`src/design/boot_loader_pkg.sv`:
```
package boot_loader_pkg;

  // =====================================================================
  // flash geometry
  localparam int unsigned PAGE_BYTES      = 256;
  localparam int unsigned PAGE_COUNT      = 8192;
  localparam int unsigned ADDR_BYTES      = 3;
  localparam int unsigned SECTOR_BYTES    = 4096;
  localparam int unsigned ID_BYTES        = 3;
  localparam int unsigned ID_DUMMY_BYTES  = 0;
  localparam int unsigned QREAD_DUMMY     = 1;

  // =====================================================================
  // flash opcodes
  localparam logic [7:0] OP_READ_ID       = 8'h9f;
  localparam logic [7:0] OP_SECTOR_ERASE  = 8'h20;
  localparam logic [7:0] OP_WRITE_ENABLE  = 8'h06;
  localparam logic [7:0] OP_WRITE_DISABLE = 8'h04;
  localparam logic [7:0] OP_PAGE_PROGRAM  = 8'h02;
  localparam logic [7:0] OP_QUAD_READ     = 8'heb;
  localparam logic [7:0] OP_READ_STATUS   = 8'h05;
  localparam logic [7:0] OP_WRITE_STATUS  = 8'h01;
  localparam logic [7:0] BUSY_MASK        = 8'h01;

  // =====================================================================
  // image start address and slot bases
  localparam logic [23:0] IMAGE_BASE      = 24'h000000;
  localparam logic [23:0] UPGRADE_BASE    = 24'h100000;

  // =====================================================================
  // timing
  localparam int unsigned CLK_PERIOD_NS   = 10;
  localparam int unsigned SCK_HALF_NS     = 40;
  localparam int unsigned SCK_HALF_CYC    =
    (SCK_HALF_NS + CLK_PERIOD_NS - 1) / CLK_PERIOD_NS;

  // =====================================================================
  // reset values
  localparam logic        CS_IDLE         = 1'b1;
  localparam logic        SCK_IDLE        = 1'b0;

endpackage : boot_loader_pkg

```
`src/design/sync_two_stage.sv`:
```
`timescale 1ns/1ns

// two flip-flop synchroniser for a bundle of pin levels
module sync_two_stage #(
  parameter int unsigned WIDTH = 1
) (
  input  wire logic             clk,
  input  wire logic             reset_n,
  input  wire logic [WIDTH-1:0] async_in,
  output logic      [WIDTH-1:0] sync_out
);

  logic [WIDTH-1:0] meta_reg;
  logic [WIDTH-1:0] meta_next;
  logic [WIDTH-1:0] sync_reg;
  logic [WIDTH-1:0] sync_next;

  if (WIDTH < 1) begin : g_width_check
    $error("sync_two_stage width must be at least one");
  end

  // =====================================================================
  // first stage feeds only the second
  always_comb begin
    meta_next = async_in;
    sync_next = meta_reg;
  end

  always_ff @(posedge clk or negedge reset_n) begin
    if (!reset_n) begin
      meta_reg <= '0;
      sync_reg <= '0;
    end else begin
      meta_reg <= meta_next;
      sync_reg <= sync_next;
    end
  end

  assign sync_out = sync_reg;

endmodule : sync_two_stage

```
`src/design/slave_byte_rx.sv`:
```
`timescale 1ns/1ns

// spi slave receiver, mode 0, msb first, runs on synchronised pins
module slave_byte_rx (
  input  wire logic       clk,
  input  wire logic       reset_n,
  input  wire logic       enable,
  input  wire logic       sck_s,
  input  wire logic       cs_n_s,
  input  wire logic       mosi_s,
  output logic            byte_valid,
  output logic [7:0]      byte_data,
  output logic            miso_o
);

  logic       sck_d_reg;
  logic       sck_d_next;
  logic [7:0] shift_reg;
  logic [7:0] shift_next;
  logic [2:0] count_reg;
  logic [2:0] count_next;
  logic       valid_reg;
  logic       valid_next;
  logic [7:0] data_reg;
  logic [7:0] data_next;
  logic       rise;

  // =====================================================================
  // sample mosi on rising sck while selected
  always_comb begin
    rise       = sck_s && !sck_d_reg;
    sck_d_next = sck_s;
    shift_next = shift_reg;
    count_next = count_reg;
    valid_next = 1'b0;
    data_next  = data_reg;
    if (!enable || cs_n_s) begin
      count_next = 3'h0;                          // frame end drops partial byte
    end else if (rise) begin
      shift_next = {shift_reg[6:0], mosi_s};
      count_next = 3'(count_reg + 3'h1);
      if (count_reg == 3'h7) begin
        valid_next = 1'b1;
        data_next  = {shift_reg[6:0], mosi_s};
      end
    end
  end

  always_ff @(posedge clk or negedge reset_n) begin
    if (!reset_n) begin
      sck_d_reg <= 1'b0;
      shift_reg <= 8'h00;
      count_reg <= 3'h0;
      valid_reg <= 1'b0;
      data_reg  <= 8'h00;
    end else begin
      sck_d_reg <= sck_d_next;
      shift_reg <= shift_next;
      count_reg <= count_next;
      valid_reg <= valid_next;
      data_reg  <= data_next;
    end
  end

  assign byte_valid = valid_reg;
  assign byte_data  = data_reg;
  assign miso_o     = 1'b0;                       // boot stream is receive only

endmodule : slave_byte_rx

```
`src/design/boot_image_loader.sv`:
```
`timescale 1ns/1ns

// Operation
// - boot sequence runs after every start-up and every reset
// - strap high at start-up selects spi slave boot
// - strap tied to flash data line one selects quad master boot
// - slave mode: clock, select, mosi are inputs; only miso driven
// - flash clock pin driven in master mode, input in slave mode
// - master boot starts with read command at address zero; with an upgrade image in use the code reads from 0x100000
// - each image byte crosses quad lines low nibble first; address and mode bytes go out high nibble first
// - flash has 256-byte pages, 8192 pages, 3-byte addresses
// - read id uses 0x9f, no dummy bytes, three id bytes
// - sector erase uses 0x20 on uniform 4 kB sectors
// - write enable 0x06, write disable 0x04
// - page program uses 0x02
// - quad read uses 0xeb with one dummy byte after setup
// - busy tested via status read 0x05 and mask 0x01
// - status register write uses 0x01
// - failed upgrade falls back to factory image
// - removed upgrade image reverts boot to factory image
// - switch to factory image takes effect only at next reboot; reset clears pend_reg, so code needs failed or remove still high after reset
// - held in reset while supplies ramp; boot after release
module boot_image_loader #(
  parameter int unsigned IMAGE_BYTES = 4096
) (
  input  wire logic        clk,
  input  wire logic        reset_n,
  input  wire logic        upgrade_present,
  input  wire logic        upgrade_failed,
  input  wire logic        upgrade_remove,
  input  wire logic        flash_clk_i,
  output logic             flash_clk_o,
  output logic             flash_clk_oe_n,
  input  wire logic        flash_cs_n_i,
  output logic             flash_cs_n_o,
  output logic             flash_cs_n_oe_n,
  input  wire logic        flash_data_line_zero_i,
  output logic             flash_data_line_zero_o,
  output logic             flash_data_line_zero_oe_n,
  input  wire logic        flash_data_line_one_i,
  output logic             flash_data_line_one_o,
  output logic             flash_data_line_one_oe_n,
  input  wire logic        flash_data_line_two_i,
  output logic             flash_data_line_two_o,
  output logic             flash_data_line_two_oe_n,
  input  wire logic        flash_data_line_three_i,
  output logic             flash_data_line_three_o,
  output logic             flash_data_line_three_oe_n,
  input  wire logic        spi_mosi,
  output logic             spi_miso,
  output logic             image_valid,
  output logic [7:0]       image_data,
  output logic             boot_slave_mode,
  output logic             boot_done,
  output logic             boot_factory
);

  typedef enum logic [2:0] {
    ST_STRAP = 3'b000,
    ST_CMD   = 3'b001,
    ST_ADDR  = 3'b010,
    ST_DUMMY = 3'b011,
    ST_DATA  = 3'b100,
    ST_SLAVE = 3'b101,
    ST_DONE  = 3'b110
  } state_e;

  localparam int unsigned CNT_W = $clog2(IMAGE_BYTES + 1) + 1;

  if (IMAGE_BYTES < 1 || IMAGE_BYTES > boot_loader_pkg::PAGE_BYTES
      * boot_loader_pkg::PAGE_COUNT) begin : g_size_check
    $error("image size out of flash range");
  end

  // =====================================================================
  // pin synchronisers
  logic [4:0] pins_s;
  logic       sck_s;
  logic       cs_s;
  logic       mosi_s;
  logic [3:0] dq_s;

  sync_two_stage #(.WIDTH(5)) u_sync_ctl (
    .clk      (clk),
    .reset_n  (reset_n),
    .async_in ({flash_clk_i, flash_cs_n_i, spi_mosi, flash_data_line_zero_i,
                flash_data_line_two_i}),
    .sync_out (pins_s)
  );

  sync_two_stage #(.WIDTH(2)) u_sync_dq (
    .clk      (clk),
    .reset_n  (reset_n),
    .async_in ({flash_data_line_three_i, flash_data_line_one_i}),
    .sync_out ({dq_s[3], dq_s[1]})
  );

  assign sck_s   = pins_s[4];
  assign cs_s    = pins_s[3];
  assign mosi_s  = pins_s[2];
  assign dq_s[0] = pins_s[1];
  assign dq_s[2] = pins_s[0];

  // =====================================================================
  // state registers
  state_e          state_reg,  state_next;
  logic            mode_reg,   mode_next;
  logic [1:0]      settle_reg, settle_next;
  logic            factory_reg, factory_next;
  logic            pend_reg,   pend_next;
  logic [2:0]      half_reg,   half_next;
  logic            sck_reg,    sck_next;
  logic            cs_reg,     cs_next;
  logic [5:0]      bit_reg,    bit_next;
  logic [31:0]     sh_reg,     sh_next;
  logic [7:0]      rx_reg,     rx_next;
  logic            nib_reg,    nib_next;
  logic [CNT_W-1:0] cnt_reg,   cnt_next;
  logic            val_reg,    val_next;
  logic [7:0]      dat_reg,    dat_next;
  logic            srx_valid;
  logic [7:0]      srx_data;
  logic            srx_miso;
  logic            tick;
  logic            fall;

  slave_byte_rx u_slave (
    .clk        (clk),
    .reset_n    (reset_n),
    .enable     (state_reg == ST_SLAVE),
    .sck_s      (sck_s),
    .cs_n_s     (cs_s),
    .mosi_s     (mosi_s),
    .byte_valid (srx_valid),
    .byte_data  (srx_data),
    .miso_o     (srx_miso)
  );

  // =====================================================================
  // boot sequencer next state
  always_comb begin
    state_next   = state_reg;
    mode_next    = mode_reg;
    settle_next  = settle_reg;
    factory_next = factory_reg;
    pend_next    = pend_reg;
    half_next    = half_reg;
    sck_next     = sck_reg;
    cs_next      = cs_reg;
    bit_next     = bit_reg;
    sh_next      = sh_reg;
    rx_next      = rx_reg;
    nib_next     = nib_reg;
    cnt_next     = cnt_reg;
    val_next     = 1'b0;
    dat_next     = dat_reg;
    tick         = (half_reg == 3'(boot_loader_pkg::SCK_HALF_CYC - 1));
    fall         = tick && sck_reg;
    // upgrade events latch into pend_reg, which reset clears; read only at the strap latch
    if (upgrade_failed || upgrade_remove)
      pend_next = 1'b1;
    if (state_reg != ST_STRAP && state_reg != ST_SLAVE && state_reg != ST_DONE)
      half_next = tick ? 3'h0 : 3'(half_reg + 3'h1);
    case (state_reg)
      ST_STRAP: begin
        // wait for synchroniser to carry the strap, then latch once
        settle_next = 2'(settle_reg + 2'h1);
        if (settle_reg == 2'h3) begin
          mode_next    = dq_s[1];
          factory_next = !upgrade_present || upgrade_failed || upgrade_remove
                         || pend_reg;
          if (dq_s[1]) begin
            state_next = ST_SLAVE;
          end else begin
            state_next = ST_CMD;
            cs_next    = 1'b0;
            sh_next    = {boot_loader_pkg::OP_QUAD_READ, 24'h000000};
            bit_next   = 6'h0;
          end
        end
      end
      ST_CMD: begin
        if (tick) sck_next = !sck_reg;
        if (fall) begin
          sh_next  = {sh_reg[30:0], 1'b0};
          bit_next = 6'(bit_reg + 6'h1);
          if (bit_reg == 6'h7) begin
            state_next = ST_ADDR;
            bit_next   = 6'h0;
            sh_next    = {factory_reg ? boot_loader_pkg::IMAGE_BASE
                                      : boot_loader_pkg::UPGRADE_BASE, 8'h00};
          end
        end
      end
      ST_ADDR: begin
        // 24 address bits then mode byte, four bits a clock
        if (tick) sck_next = !sck_reg;
        if (fall) begin
          sh_next  = {sh_reg[27:0], 4'h0};
          bit_next = 6'(bit_reg + 6'h1);
          if (bit_reg == 6'h7) begin
            state_next = ST_DUMMY;
            bit_next   = 6'h0;
          end
        end
      end
      ST_DUMMY: begin
        if (tick) sck_next = !sck_reg;
        if (fall) begin
          bit_next = 6'(bit_reg + 6'h1);
          if (bit_reg == 6'(2 * boot_loader_pkg::QREAD_DUMMY - 1)) begin
            state_next = ST_DATA;
            nib_next   = 1'b0;
          end
        end
      end
      ST_DATA: begin
        if (tick) sck_next = !sck_reg;
        if (tick && !sck_reg) begin
          // rising edge: low nibble arrives first
          nib_next = !nib_reg;
          if (!nib_reg) begin
            rx_next[3:0] = dq_s;
          end else begin
            val_next = 1'b1;
            dat_next = {dq_s, rx_reg[3:0]};
            cnt_next = CNT_W'(cnt_reg + 1'b1);
            if (cnt_reg == CNT_W'(IMAGE_BYTES - 1)) begin
              state_next = ST_DONE;
              cs_next    = 1'b1;
              sck_next   = 1'b0;
            end
          end
        end
      end
      ST_SLAVE: begin
        if (srx_valid) begin
          val_next = 1'b1;
          dat_next = srx_data;
          cnt_next = CNT_W'(cnt_reg + 1'b1);
          if (cnt_reg == CNT_W'(IMAGE_BYTES - 1)) state_next = ST_DONE;
        end
      end
      ST_DONE: begin
        state_next = ST_DONE;
      end
      default: begin
        state_next = ST_STRAP;
      end
    endcase
  end

  // =====================================================================
  // state registers, reset starts a new boot
  always_ff @(posedge clk or negedge reset_n) begin
    if (!reset_n) begin
      state_reg   <= ST_STRAP;
      mode_reg    <= 1'b0;
      settle_reg  <= 2'h0;
      factory_reg <= 1'b1;
      pend_reg    <= 1'b0;
      half_reg    <= 3'h0;
      sck_reg     <= boot_loader_pkg::SCK_IDLE;
      cs_reg      <= boot_loader_pkg::CS_IDLE;
      bit_reg     <= 6'h0;
      sh_reg      <= 32'h0000_0000;
      rx_reg      <= 8'h00;
      nib_reg     <= 1'b0;
      cnt_reg     <= '0;
      val_reg     <= 1'b0;
      dat_reg     <= 8'h00;
    end else begin
      state_reg   <= state_next;
      mode_reg    <= mode_next;
      settle_reg  <= settle_next;
      factory_reg <= factory_next;
      pend_reg    <= pend_next;
      half_reg    <= half_next;
      sck_reg     <= sck_next;
      cs_reg      <= cs_next;
      bit_reg     <= bit_next;
      sh_reg      <= sh_next;
      rx_reg      <= rx_next;
      nib_reg     <= nib_next;
      cnt_reg     <= cnt_next;
      val_reg     <= val_next;
      dat_reg     <= dat_next;
    end
  end

  // =====================================================================
  // pin drive; slave mode releases clock, select and data lines
  logic master;
  logic quad_out;
  assign master   = (state_reg != ST_STRAP) && !mode_reg;
  assign quad_out = master && (state_reg == ST_ADDR);

  assign flash_clk_o                = sck_reg;
  assign flash_clk_oe_n             = !master;
  assign flash_cs_n_o               = cs_reg;
  assign flash_cs_n_oe_n            = !master;
  assign flash_data_line_zero_o     = (state_reg == ST_CMD) ? sh_reg[31] : sh_reg[28];
  assign flash_data_line_zero_oe_n  = !(quad_out || (master && state_reg == ST_CMD));
  assign flash_data_line_one_o      = sh_reg[29];
  assign flash_data_line_one_oe_n   = !quad_out;
  assign flash_data_line_two_o      = sh_reg[30];
  assign flash_data_line_two_oe_n   = !quad_out;
  assign flash_data_line_three_o    = sh_reg[31];
  assign flash_data_line_three_oe_n = !quad_out;
  assign spi_miso                   = srx_miso;
  assign image_valid                = val_reg;
  assign image_data                 = dat_reg;
  assign boot_slave_mode            = mode_reg;
  assign boot_done                  = (state_reg == ST_DONE);
  assign boot_factory               = factory_reg;

  // =====================================================================
  // checks
  strap_hold_a: assert property (@(posedge clk) disable iff (!reset_n)
    (state_reg != ST_STRAP) |=> $stable(mode_reg))
    else $error("boot mode changed after strap latch");
  cs_frame_a: assert property (@(posedge clk) disable iff (!reset_n)
    (state_reg inside {ST_CMD, ST_ADDR, ST_DUMMY, ST_DATA}) |-> !cs_reg)
    else $error("chip select high inside frame");
  slave_noclk_a: assert property (@(posedge clk) disable iff (!reset_n)
    mode_reg && state_reg != ST_STRAP |-> flash_clk_oe_n && flash_cs_n_oe_n)
    else $error("clock driven in slave mode");
  opcode_a: assert property (@(posedge clk) disable iff (!reset_n)
    (state_reg == ST_STRAP && state_next == ST_CMD) |=>
      sh_reg[31:24] == 8'heb)
    else $error("wrong read opcode");
  nibble_a: assert property (@(posedge clk) disable iff (!reset_n)
    (state_reg == ST_DATA && val_next) |=> image_data[3:0] == $past(rx_reg[3:0]))
    else $error("nibble order wrong");
  factory_a: assert property (@(posedge clk) disable iff (!reset_n)
    (state_reg != ST_STRAP) |=> $stable(factory_reg))
    else $error("image slot changed before reboot");
  start_a: assert property (@(posedge clk) disable iff (!reset_n)
    $rose(reset_n) |-> state_reg == ST_STRAP)
    else $error("boot did not restart");
  miso_only_a: assert property (@(posedge clk) disable iff (!reset_n)
    mode_reg |-> flash_data_line_zero_oe_n && flash_data_line_one_oe_n)
    else $error("flash lines driven in slave mode");

  master_c: cover property (@(posedge clk) state_reg == ST_DATA ##1 state_reg == ST_DONE);
  slave_c:  cover property (@(posedge clk) state_reg == ST_SLAVE && srx_valid);
  fallback_c: cover property (@(posedge clk) upgrade_failed && state_reg == ST_DONE);

endmodule : boot_image_loader

```
`config.mk`:
```
export PLATFORM = sky130hd
export DESIGN_NAME = boot_image_loader
export DESIGN_NICKNAME = d
export VERILOG_FILES = /design/src/design/boot_loader_pkg.sv /design/src/design/sync_two_stage.sv /design/src/design/slave_byte_rx.sv /design/src/design/boot_image_loader.sv
export SDC_FILE = /design/constraint.sdc
export NUM_CORES = 1
export LEC_CHECK = 0
export BUFFER_PORTS_ARGS = -buffer_cell sky130_fd_sc_hd__buf_4
export CORE_MARGIN = 1
export CORE_UTILIZATION = 53
export CTS_BUF_LIST = sky130_fd_sc_hd__clkbuf_4 sky130_fd_sc_hd__clkbuf_8
export CTS_CLUSTER_SIZE = 28
export DETAILED_ROUTE_END_ITERATION = 8
export GPL_ROUTABILITY_DRIVEN = 0
export PLACE_DENSITY = 0.72
export SLEW_MARGIN = 40
export SYNTH_ARGS = -nofsm -noshare
export SYNTH_HDL_FRONTEND = slang
export SYNTH_SLANG_ARGS = --single-unit
export TNS_END_PERCENT = 30
```
`constraint.sdc`:
```
create_clock -name clk -period 4.4 [get_ports clk]
set_input_delay 0.66 -clock clk [delete_from_list [all_inputs] [get_ports clk]]
set_output_delay 0.66 -clock clk [all_outputs]
set_load 0.02 [all_outputs]
```
==> impl_metrics.toml <==
[run_status]
run_status = "finished, final reports clean"

[power_and_ir_drop]
p_seq_frac = 0.439
pwr-share-comb = 0.315
net-switching-power_mw = 0.908
p_int_mw = 1.65
p_leak_nw = 2.15
peakVddDrop_mv = 0.314
design_power_total_mw = 2.56
p_sw_frac = 0.355
power.density_nw_per_um2 = 561
clockPowerShare = 0.246

[clock_network]
h-tree-depth = 3
numCtsBuffers = 9
insertion_delay_ns = 0.35
ctsResizeCount = 0
clockBufferDepth = 2
cts.sinks = 89
tritoncts = "yes"
cts_setup_buffers = 0
ctsHoldBuffers = 0
cts.root.buffer_cell = "clkbuf_8"
cts.clk_slew.worst_paths_ns = 0.09

[timing]
slew_viol_final = 0
finalCritPeriodShare = 0.639
setup_tns_ns = 0
clock.fmax_mhz = 356
period_needed_ns = 2.81
worstMarginPinSlew_ns = 0.797
rsz0062_at_grt = "false"
setup_viol = 0
finalHoldViolations = 0
skew_ns = 0.00674
slew_headroom = 0.464

[cells_and_area]
final_common_cell = "dfrtp_1"
final_util = 0.626
n_antenna_cell = 0
area_growth_pct = 13.6
multi_input_area_sq_um = 1660
seqCellArea_sq_um = 2230
drive_gt1_frac = 0.237
nFillCells = 629
largest_reg_flops = 14
final_cell_mix = "87 x dfrtp_1, 36 x buf_4, 28 x nor2_1, 25 x mux2_2, 17 x a21oi_1"
nNetsFinal = 400

[die]
die_width_um = 89.0
die-area_sq_um = 7930
core_sq_um = 7290
start_util = 0.551
io_pins = 37
rows = 31
fp.dieH_um = 89.0

[synthesis]
ys_warn_count = 0
synth_edf_count = 0
synth-seq-cells = 89
syn_area_sq_um = 4020
synthDistinctLibCells = 55
syn_area_per_cell_sq_um = 11.5
async_reset_ff_frac = 1.00
ys_seq_area_frac = 0.555
syn_inst = 348
synth-main-ff-cell = "dfrtp_1"
syn_nets = 369

[critical_path]
worst_ep_arrival_time_ns = 2.15
timing.rr.end = "u_slave.byte_data[5]"
path_delay_family = "flip-flops"
path_buf_inv = 1
crit_path_end_kind = "primary output"
timing.rr.start = "state_reg[2]"
worstSetupPathType = "register to primary output"
rr_worst_depth = 4
r2r_slack_ns = 1.74
required_ns = 3.74
slowest_stage = "dfrtp_1"
start_kind = "register"
worst-path-stages = 4
path_max_fanout = 21
cp_cell_sequence = "nand2b_1, nor2_1, mux2_2, buf_4"
cp_slowest_stage_delay_ns = 0.71

[routing]
wl_met3_um = 264
ant_nets = 0
wire_per_inst_um = 15.0
top_layer = "met4"
via_per_inst = 5.54
drt-total-wl_um = 7270
first_iter_violations = 189
firstDrtPassIters = 4
drcViolationCount = 0
wl_met2_um = 3290
vias = 2677
drt-met1-wl_um = 3640

[job]
drv_cap = 0

[min_path]
hold_class = "input port to asynchronous set/reset pin"

[global_route]
grt_pass1_vias = 2622
grt_antenna_before_repair = 0
grt_max_degree = 90
grt_pass1_wl_um = 12400
grt_usage = 0.207
grt_overflow = 0

[place]
io_buffers = 35
dp.final_hpwl_um = 4880
==> through the flow <==
stage / cells / hold slack (ns) / worst slack [ns] / cell area (sq um)
after global routing: 483 / 0.359 / 1.44 / 4560
after floorplan: 348 / 0.331 / 2.25 / 4020
after CTS: 483 / 0.355 / 1.59 / 4550
final: 483 / 0.334 / 1.59 / 4560
after detailed placement: 467 / 0.335 / 1.75 / 4330
after global placement: 467 / 0.332 / 1.85 / 4330
==> worst max path at each step <==
stage	startpoint	to
finish	state_reg[0]	flash_data_line_zero_o
floorplan	half_reg[0]	state_reg[0]
CTS	state_reg[0]	flash_data_line_zero_o
global route	state_reg[0]	flash_data_line_zero_o
detailed placement	state_reg[2]	u_slave.byte_data[5]
global placement	state_reg[2]	u_slave.byte_data[0]
==> cells by family (layout without fill, tap and decap cells) <==
group           after synthesis  after routing  share of synthesized area
simple gates                 98             98                      0.131
flops                        89             89                      0.555
compound gates               69             69                      0.115
mux                          37             37                      0.100
buf+inv                      28             64                     0.0330
xor+xnor                     17             17                     0.0371
fa+ha+maj                     9              9                     0.0280
other cells                   1              1                   0.000934
==> power groups by stage <==
stage | registers, mW | clock network, mW | logic [mW]
after floorplan | 1.08 | 0 | 0.626
after global placement | 1.12 | 0 | 0.791
after detailed placement | 1.13 | 0 | 0.808
after CTS | 1.12 | 0.647 | 0.812
after global routing | 1.15 | 0.676 | 0.895
final | 1.12 | 0.629 | 0.807
==> synth_stat cells, drive strengths merged (3+ instances only) <==
cell type	instances	share of area
a21boi	4	0.0075
a21o	3	0.0056
a21oi	17	0.021
a31oi	10	0.016
and2	3	0.0047
buf	11	0.017
clkbuf	6	0.0056
dfrtp	87	0.54
ha	9	0.028
inv	11	0.010
mux2	25	0.070
mux2i	12	0.030
nand2	15	0.015
nand2b	4	0.0062
nand3	14	0.017
nand3b	5	0.0093
nand4	5	0.0078
nor2	28	0.026
nor2b	3	0.0047
nor3	7	0.012
o21ai	13	0.016
o22ai	7	0.014
xnor2	9	0.020
xor2	8	0.017
==> layer usage <==
layer,vias up,GRT usage
met5,-,0
met4,0,0.0794
met3,5,0.0416
met2,50,0.315
met1,1325,0.297
li1,1297,-
==> worst reg2reg max path: stages (launching register included) <==
cell and delay (ns):
dfrtp_1 0.74, nand3b_1 0.67, nor3_4 0.59, nand2_2 0.23
mux2_2 0.32
==> layout make-up <==
type | count | share of cell area
Sequential cell | 89 | 0.489
Multi-Input combinational cell | 231 | 0.363
Timing Repair Buffer | 37 | 0.0623
Clock buffer | 9 | 0.0272
Tap cell | 99 | 0.0272
Clock inverter | 7 | 0.0222
Inverter | 11 | 0.00905
No activity file was read; power rests on OpenSTA's default activity.
